**src/design/prbs_tester_pkg.sv**
```systemverilog
// Constants and types shared by the loopback pattern tester.
package prbs_tester_pkg;
  localparam logic [7:0] OFS_CTRL     = 8'h00;
  localparam logic [7:0] OFS_CFG      = 8'h04;
  localparam logic [7:0] OFS_STATUS   = 8'h08;
  localparam logic [7:0] OFS_DET_ERR  = 8'h0c;
  localparam logic [7:0] OFS_INS_ERR  = 8'h10;
  localparam logic [7:0] OFS_TX_WORDS = 8'h14;
  localparam logic [7:0] OFS_RX_WORDS = 8'h18;
  localparam logic [7:0] OFS_CYCLES   = 8'h1c;
  localparam logic [7:0] OFS_ANALOG   = 8'h20;
  localparam int CMD_START  = 0;
  localparam int CMD_STOP   = 1;
  localparam int CMD_CLEAR  = 2;
  localparam int CMD_INSERT = 3;
  localparam int CFG_PAT_LSB  = 0;
  localparam int CFG_PORT_LSB = 4;
  localparam int CFG_LOOP_BIT = 8;
  localparam int ST_RUN_BIT   = 0;
  localparam int ST_SYNC_BIT  = 1;
  localparam int ST_LOCK_BIT  = 2;
  localparam logic [31:0] CFG_MASK  = 32'h0000_0137;
  localparam logic [31:0] CFG_RESET = 32'h0000_0000;
  localparam logic [31:0] ANA_MASK  = 32'h07ff_ffff;
  localparam logic [31:0] ANA_RESET = 32'h0000_0000;
  localparam logic [2:0] PAT_PRBS7      = 3'h0;
  localparam logic [2:0] PAT_PRBS15     = 3'h1;
  localparam logic [2:0] PAT_PRBS23     = 3'h2;
  localparam logic [2:0] PAT_PRBS31     = 3'h3;
  localparam logic [2:0] PAT_HIGH_FREQ  = 3'h4;
  localparam logic [2:0] PAT_LOW_FREQ   = 3'h5;
  localparam logic [1:0] PORT_OPTIC0 = 2'h0;
  localparam logic [1:0] PORT_OPTIC1 = 2'h1;
  localparam logic [1:0] PORT_PCIE   = 2'h2;
  localparam logic [15:0] LANES_X4  = 16'h000f;
  localparam logic [15:0] LANES_X16 = 16'hffff;
  localparam logic [15:0] LANES_OFF = 16'h0000;
  localparam logic [31:0] HIGH_FREQ_WORD = 32'haaaa_aaaa;
  localparam logic [30:0] PRBS_SEED      = 31'h7fff_ffff;
  localparam logic [5:0] LOW_FREQ_PERIOD = 6'h21;
  localparam logic [5:0] LOW_FREQ_HIGH   = 6'h11;
  localparam logic [2:0] SYNC_GOOD = 3'h2;
  localparam logic [2:0] SYNC_BAD  = 3'h4;
  localparam logic [1:0] RESP_OKAY   = 2'h0;
  localparam logic [1:0] RESP_SLVERR = 2'h2;
  typedef enum logic {ST_IDLE, ST_RUN} run_state_t;
  typedef struct packed {
    logic [3:0] vga_gain;
    logic [3:0] ac_gain;
    logic [3:0] eq_gain;
    logic [4:0] post_tap;
    logic [4:0] pre_tap;
    logic [4:0] tx_output_swing;
  } phy_analog_settings_t;
endpackage : prbs_tester_pkg

```
**src/design/prbs_loopback_tester.sv**
```systemverilog
// Pattern generator and checker for transceiver loopback tests.
`timescale 1ns/10ps
module prbs_loopback_tester (
  input  wire logic                                 aclk,
  input  wire logic                                 aresetn,
  input  wire logic [7:0]                           awaddr,
  input  wire logic                                 awvalid,
  output logic                                      awready,
  input  wire logic [31:0]                          wdata,
  input  wire logic [3:0]                           wstrb,
  input  wire logic                                 wvalid,
  output logic                                      wready,
  output logic [1:0]                                bresp,
  output logic                                      bvalid,
  input  wire logic                                 bready,
  input  wire logic [7:0]                           araddr,
  input  wire logic                                 arvalid,
  output logic                                      arready,
  output logic [31:0]                               rdata,
  output logic [1:0]                                rresp,
  output logic                                      rvalid,
  input  wire logic                                 rready,
  input  wire logic                                 pll_locked,
  output logic [31:0]                               tx_data,
  output logic                                      tx_valid,
  input  wire logic                                 tx_ready,
  input  wire logic [31:0]                          rx_data,
  input  wire logic                                 rx_valid,
  output logic [15:0]                               tx_lane_en,
  output logic [1:0]                                port_sel,
  output logic                                      serial_loopback,
  output prbs_tester_pkg::phy_analog_settings_t     phy_analog_settings
);
  // Words are sent MSB first, so bits [30:0] of a word are the LFSR state.
  function automatic logic [31:0] prbs_word(logic [30:0] s, logic [2:0] p);
    logic [31:0] w;
    logic [30:0] st;
    logic        b;
    int          n;
    int          m;
    w = 32'h0;
    st = s;
    case (p)
      prbs_tester_pkg::PAT_PRBS7:  begin n = 7;  m = 6;  end
      prbs_tester_pkg::PAT_PRBS15: begin n = 15; m = 14; end
      prbs_tester_pkg::PAT_PRBS23: begin n = 23; m = 18; end
      default:                     begin n = 31; m = 28; end
    endcase
    for (int i = 0; i < 32; i++) begin
      b = st[n-1] ^ st[m-1];
      st = {st[29:0], b};
      w = {w[30:0], b};
    end
    return w;
  endfunction : prbs_word

  function automatic logic [31:0] low_freq_word(logic [5:0] ph);
    logic [31:0] w;
    logic [5:0]  p;
    w = 32'h0;
    p = ph;
    for (int i = 31; i >= 0; i--) begin
      w[i] = (p < prbs_tester_pkg::LOW_FREQ_HIGH);
      p = (p == prbs_tester_pkg::LOW_FREQ_PERIOD - 6'h01) ? 6'h00 : p + 6'h01;
    end
    return w;
  endfunction : low_freq_word

  // The low-frequency stream repeats every 33 bits, so the next word is the
  // previous one shifted by a bit, topped with the last bit of the one before.
  function automatic logic [31:0] expect_word(logic [31:0] prev, logic lsb,
                                              logic [2:0] pat);
    case (pat)
      prbs_tester_pkg::PAT_HIGH_FREQ: return prev;
      prbs_tester_pkg::PAT_LOW_FREQ:  return {lsb, prev[31:1]};
      default:                        return prbs_word(prev[30:0], pat);
    endcase
  endfunction : expect_word

  function automatic logic [31:0] merge(logic [31:0] old, logic [31:0] nw,
                                        logic [3:0] strb, logic [31:0] msk);
    logic [31:0] r;
    r = old;
    for (int i = 0; i < 4; i++) begin
      if (strb[i]) r[i*8 +: 8] = nw[i*8 +: 8];
    end
    return r & msk;
  endfunction : merge

  // Register bus group.
  logic        aw_have, next_aw_have, w_have, next_w_have;
  logic [7:0]  awaddr_q, next_awaddr_q;
  logic [31:0] wdata_q, next_wdata_q;
  logic [3:0]  wstrb_q, next_wstrb_q;
  logic        next_awready, next_wready, next_bvalid, next_arready;
  logic        next_rvalid;
  logic [1:0]  next_bresp, next_rresp;
  logic [31:0] next_rdata, cfg, next_cfg, ana, next_ana;
  logic [15:0] next_lanes;
  logic        do_write, cmd_wr, cmd_start, cmd_stop, cmd_clear, cmd_insert;
  // Run and generator group.
  prbs_tester_pkg::run_state_t state, next_state;
  logic [31:0] gen_word, next_gen_word, next_tx_data, word;
  logic [5:0]  low_phase, next_low_phase;
  logic        ins_pend, next_ins_pend, next_tx_valid, load;
  logic [31:0] ins_cnt, next_ins_cnt, tx_cnt, next_tx_cnt;
  logic [31:0] cyc_cnt, next_cyc_cnt;
  // Checker group.
  logic [31:0] chk_prev, next_chk_prev, det_cnt, next_det_cnt;
  logic [31:0] rx_cnt, next_rx_cnt, rx_word, exp_word;
  logic        chk_lsb, next_chk_lsb, sync, next_sync, rx_take, rx_ok;
  logic [2:0]  good_cnt, next_good_cnt, bad_cnt, next_bad_cnt;
  logic        lock_meta, lock_sync;
  logic [2:0]  pat;
  logic        running;

  assign pat = cfg[prbs_tester_pkg::CFG_PAT_LSB +: 3];
  assign running = (state == prbs_tester_pkg::ST_RUN);
  assign port_sel = cfg[prbs_tester_pkg::CFG_PORT_LSB +: 2];
  assign serial_loopback = cfg[prbs_tester_pkg::CFG_LOOP_BIT];
  assign phy_analog_settings = ana[26:0];

  always_comb begin
    next_aw_have = aw_have;
    next_w_have = w_have;
    next_awaddr_q = awaddr_q;
    next_wdata_q = wdata_q;
    next_wstrb_q = wstrb_q;
    next_bvalid = bvalid;
    next_bresp = bresp;
    next_arready = arready;
    next_rvalid = rvalid;
    next_rresp = rresp;
    next_rdata = rdata;
    next_cfg = cfg;
    next_ana = ana;
    if (awvalid && awready) begin
      next_aw_have = 1'b1;
      next_awaddr_q = awaddr;
    end
    if (wvalid && wready) begin
      next_w_have = 1'b1;
      next_wdata_q = wdata;
      next_wstrb_q = wstrb;
    end
    do_write = aw_have && w_have && !bvalid;
    cmd_wr = do_write && (awaddr_q == prbs_tester_pkg::OFS_CTRL) && wstrb_q[0];
    cmd_start = cmd_wr && wdata_q[prbs_tester_pkg::CMD_START];
    cmd_stop = cmd_wr && wdata_q[prbs_tester_pkg::CMD_STOP];
    cmd_clear = cmd_wr && wdata_q[prbs_tester_pkg::CMD_CLEAR];
    cmd_insert = cmd_wr && wdata_q[prbs_tester_pkg::CMD_INSERT];
    if (do_write) begin
      next_aw_have = 1'b0;
      next_w_have = 1'b0;
      next_bvalid = 1'b1;
      next_bresp = prbs_tester_pkg::RESP_OKAY;
      case (awaddr_q)
        prbs_tester_pkg::OFS_CTRL: ;
        prbs_tester_pkg::OFS_CFG:
          next_cfg = merge(cfg, wdata_q, wstrb_q, prbs_tester_pkg::CFG_MASK);
        prbs_tester_pkg::OFS_ANALOG:
          next_ana = merge(ana, wdata_q, wstrb_q, prbs_tester_pkg::ANA_MASK);
        default: next_bresp = prbs_tester_pkg::RESP_SLVERR;
      endcase
    end
    if (bvalid && bready) next_bvalid = 1'b0;
    // Keep address and data closed while a write response waits to be taken.
    next_awready = !next_aw_have && !next_bvalid;
    next_wready = !next_w_have && !next_bvalid;
    if (rvalid && rready) begin
      next_rvalid = 1'b0;
      next_arready = 1'b1;
    end
    if (arvalid && arready) begin
      next_arready = 1'b0;
      next_rvalid = 1'b1;
      next_rresp = prbs_tester_pkg::RESP_OKAY;
      next_rdata = 32'h0;
      case (araddr)
        prbs_tester_pkg::OFS_CTRL:     next_rdata = 32'h0;
        prbs_tester_pkg::OFS_CFG:      next_rdata = cfg;
        prbs_tester_pkg::OFS_STATUS: begin
          next_rdata[prbs_tester_pkg::ST_RUN_BIT] = running;
          next_rdata[prbs_tester_pkg::ST_SYNC_BIT] = sync;
          next_rdata[prbs_tester_pkg::ST_LOCK_BIT] = lock_sync;
        end
        prbs_tester_pkg::OFS_DET_ERR:  next_rdata = det_cnt;
        prbs_tester_pkg::OFS_INS_ERR:  next_rdata = ins_cnt;
        prbs_tester_pkg::OFS_TX_WORDS: next_rdata = tx_cnt;
        prbs_tester_pkg::OFS_RX_WORDS: next_rdata = rx_cnt;
        prbs_tester_pkg::OFS_CYCLES:   next_rdata = cyc_cnt;
        prbs_tester_pkg::OFS_ANALOG:   next_rdata = ana;
        default: next_rresp = prbs_tester_pkg::RESP_SLVERR;
      endcase
    end
    case (next_cfg[prbs_tester_pkg::CFG_PORT_LSB +: 2])
      prbs_tester_pkg::PORT_OPTIC0: next_lanes = prbs_tester_pkg::LANES_X4;
      prbs_tester_pkg::PORT_OPTIC1: next_lanes = prbs_tester_pkg::LANES_X4;
      prbs_tester_pkg::PORT_PCIE:   next_lanes = prbs_tester_pkg::LANES_X16;
      default:                      next_lanes = prbs_tester_pkg::LANES_OFF;
    endcase
  end

  always_ff @(posedge aclk) begin
    if (!aresetn) begin
      aw_have <= 1'b0;
      w_have <= 1'b0;
      awaddr_q <= 8'h00;
      wdata_q <= 32'h0;
      wstrb_q <= 4'h0;
      awready <= 1'b0;
      wready <= 1'b0;
      bvalid <= 1'b0;
      bresp <= prbs_tester_pkg::RESP_OKAY;
      arready <= 1'b0;
      rvalid <= 1'b0;
      rresp <= prbs_tester_pkg::RESP_OKAY;
      rdata <= 32'h0;
      cfg <= prbs_tester_pkg::CFG_RESET;
      ana <= prbs_tester_pkg::ANA_RESET;
      tx_lane_en <= prbs_tester_pkg::LANES_X4;
    end else begin
      aw_have <= next_aw_have;
      w_have <= next_w_have;
      awaddr_q <= next_awaddr_q;
      wdata_q <= next_wdata_q;
      wstrb_q <= next_wstrb_q;
      awready <= next_awready;
      wready <= next_wready;
      bvalid <= next_bvalid;
      bresp <= next_bresp;
      arready <= (arready || rvalid) ? next_arready : 1'b1;
      rvalid <= next_rvalid;
      rresp <= next_rresp;
      rdata <= next_rdata;
      cfg <= next_cfg;
      ana <= next_ana;
      tx_lane_en <= next_lanes;
    end
  end

  // Stop wins over a start written in the same word.
  always_comb begin
    next_state = state;
    if (cmd_stop) next_state = prbs_tester_pkg::ST_IDLE;
    else if (cmd_start) next_state = prbs_tester_pkg::ST_RUN;
    next_gen_word = gen_word;
    next_low_phase = low_phase;
    next_tx_data = tx_data;
    next_ins_pend = ins_pend;
    next_ins_cnt = cmd_clear ? 32'h0 : ins_cnt;
    next_tx_cnt = tx_cnt;
    next_cyc_cnt = cyc_cnt;
    load = running && (!tx_valid || tx_ready);
    case (pat)
      prbs_tester_pkg::PAT_HIGH_FREQ:
        word = prbs_tester_pkg::HIGH_FREQ_WORD;
      prbs_tester_pkg::PAT_LOW_FREQ: word = low_freq_word(low_phase);
      default: word = prbs_word(gen_word[30:0], pat);
    endcase
    if (running) next_cyc_cnt = cyc_cnt + 32'h1;
    if (tx_valid && tx_ready) next_tx_cnt = tx_cnt + 32'h1;
    if (load) begin
      next_gen_word = word;
      next_low_phase = (low_phase == 6'h00) ?
                       prbs_tester_pkg::LOW_FREQ_PERIOD - 6'h01 :
                       low_phase - 6'h01;
      next_tx_data = word ^ {31'h0, ins_pend};
      if (ins_pend) begin
        next_ins_pend = 1'b0;
        next_ins_cnt = next_ins_cnt + 32'h1;
      end
    end
    if (cmd_insert && running) next_ins_pend = 1'b1;
    if (!running) next_ins_pend = 1'b0;
    if (cmd_start) begin
      next_gen_word = {1'b0, prbs_tester_pkg::PRBS_SEED};
      next_low_phase = 6'h00;
      next_tx_cnt = 32'h0;
      next_cyc_cnt = 32'h0;
    end
    next_tx_valid = running;
  end

  always_ff @(posedge aclk) begin
    if (!aresetn) begin
      state <= prbs_tester_pkg::ST_IDLE;
      gen_word <= {1'b0, prbs_tester_pkg::PRBS_SEED};
      low_phase <= 6'h00;
      tx_data <= 32'h0;
      tx_valid <= 1'b0;
      ins_pend <= 1'b0;
      ins_cnt <= 32'h0;
      tx_cnt <= 32'h0;
      cyc_cnt <= 32'h0;
    end else begin
      state <= next_state;
      gen_word <= next_gen_word;
      low_phase <= next_low_phase;
      tx_data <= next_tx_data;
      tx_valid <= next_tx_valid;
      ins_pend <= next_ins_pend;
      ins_cnt <= next_ins_cnt;
      tx_cnt <= next_tx_cnt;
      cyc_cnt <= next_cyc_cnt;
    end
  end

  // Once in sync the checker follows its own prediction, so a single bad
  // word costs one count instead of poisoning the next seed as well.
  always_comb begin
    rx_word = serial_loopback ? tx_data : rx_data;
    rx_ok = serial_loopback ? (tx_valid && tx_ready) : rx_valid;
    rx_take = running && rx_ok;
    exp_word = expect_word(chk_prev, chk_lsb, pat);
    next_chk_prev = chk_prev;
    next_chk_lsb = chk_lsb;
    next_sync = sync;
    next_good_cnt = good_cnt;
    next_bad_cnt = bad_cnt;
    next_det_cnt = cmd_clear ? 32'h0 : det_cnt;
    next_rx_cnt = rx_cnt;
    if (rx_take) begin
      next_rx_cnt = rx_cnt + 32'h1;
      next_chk_lsb = chk_prev[0];
      if (sync) begin
        next_chk_prev = exp_word;
        if (rx_word != exp_word) begin
          next_det_cnt = next_det_cnt + 32'h1;
          next_bad_cnt = bad_cnt + 3'h1;
          if (next_bad_cnt == prbs_tester_pkg::SYNC_BAD) next_sync = 1'b0;
        end else begin
          next_bad_cnt = 3'h0;
        end
      end else begin
        next_chk_prev = rx_word;
        next_bad_cnt = 3'h0;
        next_good_cnt = (rx_word == exp_word) ? good_cnt + 3'h1 : 3'h0;
        if (next_good_cnt == prbs_tester_pkg::SYNC_GOOD) begin
          next_sync = 1'b1;
          next_good_cnt = 3'h0;
        end
      end
    end
    if (cmd_start) begin
      next_sync = 1'b0;
      next_good_cnt = 3'h0;
      next_bad_cnt = 3'h0;
      next_rx_cnt = 32'h0;
    end
  end

  always_ff @(posedge aclk) begin
    if (!aresetn) begin
      chk_prev <= 32'h0;
      chk_lsb <= 1'b0;
      sync <= 1'b0;
      good_cnt <= 3'h0;
      bad_cnt <= 3'h0;
      det_cnt <= 32'h0;
      rx_cnt <= 32'h0;
      lock_meta <= 1'b0;
      lock_sync <= 1'b0;
    end else begin
      chk_prev <= next_chk_prev;
      chk_lsb <= next_chk_lsb;
      sync <= next_sync;
      good_cnt <= next_good_cnt;
      bad_cnt <= next_bad_cnt;
      det_cnt <= next_det_cnt;
      rx_cnt <= next_rx_cnt;
      lock_meta <= pll_locked;
      lock_sync <= lock_meta;
    end
  end
endmodule : prbs_loopback_tester

```
**config.mk**
```make
export PLATFORM = sky130hd
export DESIGN_NAME = prbs_loopback_tester
export DESIGN_NICKNAME = d
export VERILOG_FILES = /design/src/design/prbs_tester_pkg.sv /design/src/design/prbs_loopback_tester.sv
export SDC_FILE = /design/constraint.sdc
export NUM_CORES = 1
export LEC_CHECK = 0
export BUFFER_PORTS_ARGS = -buffer_cell sky130_fd_sc_hd__buf_2
export CORE_UTILIZATION = 50
export CTS_BUF_LIST = sky130_fd_sc_hd__clkbuf_2 sky130_fd_sc_hd__clkbuf_4 sky130_fd_sc_hd__clkbuf_8
export DETAILED_ROUTE_END_ITERATION = 10
export PLACE_DENSITY = 0.68
export REMOVE_ABC_BUFFERS = 1
export SLEW_MARGIN = 40
export SYNTH_ARGS = -nofsm -noshare
export SYNTH_HDL_FRONTEND = slang
export SYNTH_SLANG_ARGS = --single-unit
```
**constraint.sdc**
```tcl
create_clock -name aclk -period 31.8 [get_ports aclk]
set_input_delay 6.36 -clock aclk [delete_from_list [all_inputs] [get_ports aclk]]
set_output_delay 6.36 -clock aclk [all_outputs]
set_load 0.01 [all_outputs]
```
# After elaboration in Yosys (flattened, before gate mapping)
# Index checks and enable logic that the tools add are counted.
# Widths: inputs -> output; s select.
# word_totals
register_bits	405
latch_bits	0
mem_bits_rw	0
romBits	0
inputBits	94
elab_cells	741
n_memories	0
# classes
n_addsub	41
mul	0
div_mod_pow	0
magnitude_cmp	34
n_eq_ne	52
n_shift	0
n_mux	461
bitwise	67
n_reduce_logical	47
# ops
operator	n
$bmux 1 s5	128
$mux 32	11
$mux 1	274
$mux 6	35
$pmux 29 s7	1
$lt 6x5->1 const B	32
$add 6x1->6 const B	31
$eq 6x6->1 const B	31
$add 32x1->32 const B	5
$pmux 32 s2	2
$lt 32x7->1 const B	2
$sub 32x2->32 const B	2
$xor 1x1->1	64
$eq 32x32->1	1
$eq 8x5->1 const B	4
$ne 32x32->1	1
$pmux 16 s2	1
$xor 32x1->32	1
$pmux 5 s3	2
$pmux 3 s8	1
$logic_and 1x1->1	19
$reduce_and 3->1	6
$eq 8x3->1 const B	2
$eq 8x4->1 const B	2
other kinds (23)	44

# Longest topological paths before layout
# depth
ltp_word	138
ltp_mapped	155
mapped_depth_nobuf	151

# Least setup slack after synthesis
# No wires, ideal clock.
# synth_timing
path_kind	reg-to-reg
start	register low_phase[0]
end	register tx_data[0]
setup_ns	0.095
arrival_ns	26.774
required_time_ns	31.705
path_slack_ns	4.931
path_stages_with_launch	152
path_cell_list	dfxtp_1 > buf_2 > inv_1 > ha_1 > and3b_1 > a21oi_1 > inv_1 > ha_1 > nand2_1 > mux2i_1 > nor4b_2 > nand2_1 > nand2_1 > ha_1 > nand2_2 > o41ai_1 > nand2_1 > inv_1 > (+116 left out) > ha_1 > inv_1 > a311oi_1 > nand2_1 > and2_1 > inv_1 > ha_1 > and4_1 > nand4_1 > nand2_1 > inv_1 > ha_1 > nand2_1 > mux2_1 > o211ai_1 > a2111oi_4 > o21ai_0 > o311ai_1
# synth_via
elab_chain_len	65
word_cells_on_any_way	96
# synth_rtl
item	line_no	text
from (decl)	prbs_loopback_tester.sv:104	logic [5:0] low_phase, next_low_phase;
from (signal assigned)	prbs_loopback_tester.sv:299	low_phase <= next_low_phase;
$add 6x1->6 / $eq 6x6->1 (equally long branches)	prbs_loopback_tester.sv:64	p = (p == prbs_tester_pkg::LOW_FREQ_PERIOD - 6'h01) ? 6'h00 : p + 6'h01;
$mux 6 *	prbs_loopback_tester.sv:64	
$add 6x1->6 / $eq 6x6->1 (equally long branches)	prbs_loopback_tester.sv:64	
$mux 6 *	prbs_loopback_tester.sv:64	
$add 6x1->6 / $eq 6x6->1 (equally long branches)	prbs_loopback_tester.sv:64	
$mux 6 *	prbs_loopback_tester.sv:64	
$add 6x1->6 / $eq 6x6->1 (equally long branches)	prbs_loopback_tester.sv:64	
$mux 6 *	prbs_loopback_tester.sv:64	
(+49 left out)	n/a	
$mux 6 *	prbs_loopback_tester.sv:64	
$add 6x1->6 / $eq 6x6->1 (equally long branches)	prbs_loopback_tester.sv:64	
$mux 6 *	prbs_loopback_tester.sv:64	
$add 6x1->6 / $eq 6x6->1 (equally long branches)	prbs_loopback_tester.sv:64	
$mux 6 *	prbs_loopback_tester.sv:64	
$lt 6x5->1 *	prbs_loopback_tester.sv:63	w[i] = (p < prbs_tester_pkg::LOW_FREQ_HIGH);
$pmux 32 s2 *	prbs_loopback_tester.sv:255	case (pat)
$xor 32x1->32 *	prbs_loopback_tester.sv:268	next_tx_data = word ^ {31'h0, ins_pend};
to (signal assigned)	prbs_loopback_tester.sv:300	tx_data <= next_tx_data;
to (decl)	prbs_loopback_tester.sv:24	output logic [31:0] tx_data,
# Mark *: on every way between the ends. The rest lies on a longest branch, timed or not.
# A chain may end at the register's enable or synchronous reset.

# Final worst setup path
# layout_timing
start	register low_phase[3]
end	register gen_word[0]
# layout_via
elab_chain_len	64
word_cells_on_any_way	95
# layout_rtl
item	line_no	text
$add 6x1->6 / $eq 6x6->1 (equally long branches)	prbs_loopback_tester.sv:64	
$mux 6 *	prbs_loopback_tester.sv:64	
$add 6x1->6 / $eq 6x6->1 (equally long branches)	prbs_loopback_tester.sv:64	
$mux 6 *	prbs_loopback_tester.sv:64	
$add 6x1->6 / $eq 6x6->1 (equally long branches)	prbs_loopback_tester.sv:64	
$mux 6 *	prbs_loopback_tester.sv:64	
$add 6x1->6 / $eq 6x6->1 (equally long branches)	prbs_loopback_tester.sv:64	
$mux 6 *	prbs_loopback_tester.sv:64	
(+48 left out)	n/a	
$add 6x1->6 / $eq 6x6->1 (equally long branches)	prbs_loopback_tester.sv:64	
$mux 6 *	prbs_loopback_tester.sv:64	
$add 6x1->6 / $eq 6x6->1 (equally long branches)	prbs_loopback_tester.sv:64	
$mux 6 *	prbs_loopback_tester.sv:64	
$add 6x1->6 / $eq 6x6->1 (equally long branches)	prbs_loopback_tester.sv:64	
$mux 6 *	prbs_loopback_tester.sv:64	
$lt 6x5->1 *	prbs_loopback_tester.sv:63	
$pmux 32 s2 *	prbs_loopback_tester.sv:255	
to (signal assigned)	prbs_loopback_tester.sv:288	gen_word <= {1'b0, prbs_tester_pkg::PRBS_SEED};
to (signal assigned)	prbs_loopback_tester.sv:298	gen_word <= next_gen_word;
to (decl)	prbs_loopback_tester.sv:103	logic [31:0] gen_word, next_gen_word, next_tx_data, word;
# Marked as above.

==> metrics.yaml <==
status: "finished clean"
fin_nets: 4361
first_global_vias: 28505
die_y_um: 252.8
path_max_fanout: 19
slowest_delay_ns: 0.52
regToRegStartpoint: "low_phase[3]"
max_slew_margin_pct: 39.54
yosysWarnings: 0
yosys_most_used_dff: "dfxtp_1"
start_util_pct: 50.78
grt_pass1_wl_um: 155000
dp_hpwl_um: 71510
syn_to_final_growth_pct: 9.520
cp-start-kind: "flip-flop"
critical_path_class: "reg -> reg"
finalCritPeriodShare_pct: 91.85
design.die.area_mm2: 0.06391
cts_buffer_depth: 3
dr.pass1.iters: 6
viasPerCell: 6.144
grt_max_degree: 111
routedWlPerCell_um: 19.54
crit_required_ns: 32.39
final-hold-violation-count: 0
cpMostUsedCell: "ha_1"
drc: 0
cts_tree: "built"
core_area_mm2: 0.06194
endpoint_kind: "flip-flop"
cts.sinks: 389
synthSimpleGateAreaFrac_pct: 25.48
ir_drop_uv: 23.36
crit_path_start: "low_phase[3]"
hp-start: "lock_meta"
root_buffer: "clkbuf_8"
post-route-min-period_ns: 29.21
post-route-util_pct: 55.61
clock_latency_ns: 0.68
rows: 91
setup_ws_ns: 2.593
setup_violations: 0
critPathArrivalTime_ns: 29.79
overflow: 0
max_freq_mhz: 34.24
drv_slew: 0
dpl.cell_count: 4954
dp_slack_ns: 0.8439
ant_nets: 0
die_x_um: 252.8
whs_ns: 0.4526
drt_iter0_markers: 2418
seqCellArea_mm2: 0.007797
synth_compound_area_share_pct: 25.35
numCtsBuffers: 70
io_pins: 214
cpMaxStageDelayCell: "nor2_1"
synth_edf_count: 0
instances_no_fill: 5081
dpl_cell_area_mm2: 0.03277
final_common_cell: "nand2_1"
ctsHoldBuffers: 0
synthCells: 4140
clk_pin_slew_ns: 0.06
grtUsageTotal_pct: 30.04
synth_top_family_by_area: "simple AND/OR/NAND/NOR gates"
htree_levels: 3
synth.avg_cell_area_um2: 7.597
p_leak_nw: 12.64
io_buffer_count: 206
synth_area_mm2: 0.03145
postLayoutCellArea_mm2: 0.03444
layout-drive-gt1-share_pct: 13.94
synthArstFlopShare_pct: 0
cap_violations: 0
mostFrequentLayoutCells: "551 x nand2_1, 383 x dfxtp_1, 364 x nor2_1, 227 x a21oi_1, 210 x o21ai_0"
synth-seq-area-share_pct: 24.76
synth_fa_ha_area_share_pct: 2.904
pwr_density_cell_mw_per_mm2: 30.70
synth.distinct_cells: 157
multiInputGateArea_mm2: 0.02223
routed_wl_um: 99300
synth_xor_area_share_pct: 9.799
dr_total_vias: 31218
tightest_slew_ns: 0.9005
synth_mux_area_share_pct: 6.310
grt_antenna_before_repair: 4
clock_skew_ns: 0.04186
synth_seq_cells: 389
gp_congestion: 0.9829
hold_class: "reg -> reg"
fillers: 6044
[logic make-up after synthesis]
| logic type | Yosys count |
|---|---|
| multiplexers | 190 |
| other | 1 |
| XOR/XNOR | 340 |
| adder cells (fa/ha/maj) | 73 |
| AND/OR/NAND/NOR | 1639 |
| AO/OA/AOI/OAI | 1124 |
| buffers and inverters | 384 |
| flip-flops | 389 |
[cell usage after synthesis (all sizes together), types with 37 or more instances]
library cell	number	area [um2]
a21boi	91	686.9
nand3	148	740.7
nor2b	73	459.2
o21ai	235	1184
and3	83	526.8
buf	78	494.2
a21oi	236	1200
o22ai	42	276.5
a211oi	70	575.6
mux2i	161	1628
nand2	565	2138
clkbuf	203	768.2
inv	93	349.1
and2	86	543.0
a22oi	38	285.3
a31oi	45	294.0
a22o	37	325.3
ha	73	913.4
o211ai	41	331.6
xor2	162	1453
nor3	59	311.5
nand4	69	437.9
nor2	372	1406
dfxtp	389	7787
xnor2	177	1607
[registers in the layout, indices dropped and copies added, names as in the netlist, 31 cells and up]
| register | flops |
|---|---|
| chk_prev | 32 |
| cyc_cnt | 32 |
| det_cnt | 32 |
| gen_word | 31 |
| ins_cnt | 32 |
| rdata | 32 |
| rx_cnt | 32 |
| tx_cnt | 32 |
| tx_data | 32 |
[layer usage]
layer  vias up  GRT usage (%)  share of wire [%]
li1      15071              -                  -
met1     14768          37.40                 42
met2      1101          51.51                 48
met3       278          3.875                5.8
met4         0          13.51                4.4
met5         -              0                  0
[area by class of cell]
| cell class | count | share of cell area (%) |
|---|---|---|
| multi-input cells | 3368 | 64.54 |
| flip-flops and latches | 389 | 22.64 |
| clock inverters | 11 | 0.3487 |
| diodes | 4 | 0.02906 |
| clock buffers | 107 | 3.930 |
| repair buffers | 268 | 4.399 |
| well taps | 837 | 3.040 |
| inverters | 97 | 1.072 |
[critical path: cells and delay by family, from the launching register on]
family	cells	cell delay [ns]
compound gates	43	9.69
fa+ha+maj	30	5.97
buf+inv	23	2.61
flops	1	0.51
mux	4	0.89
simple gates	52	9.38
[repair_timing]
| action | CTS | global route |
|---|---|---|
| resized for setup | 0 | 21 |
| endpoints found under the hold margin | 0 | 0 |
| setup endpoints to repair | 0 | 6 |
| buffers inserted | 0 | 5 |
[report_power, final]
part	total, mW	internal (mW)	switching, mW
Sequential	0.494	0.491	0.00281
Combinational	0.0649	0.0236	0.0413
Clock	0.499	0.280	0.219
[path summary, 6_finish.rpt]
path | to | slack, ns | cells past startpoint
min reg2reg | lock_sync | 0.45 | 1
max | gen_word[0] | 2.59 | 152
max reg2reg | gen_word[0] | 2.59 | 152
min | lock_sync | 0.45 | 1
[stage by stage]
step	setup TNS, ns	power, mW
floorplan	0	0.5432
finish	0	1.058
global placement	0	0.5672
global route	-0.07805	1.093
CTS	0	1.065
detailed placement	0	0.5681
(Power assumes the default switching activity.)
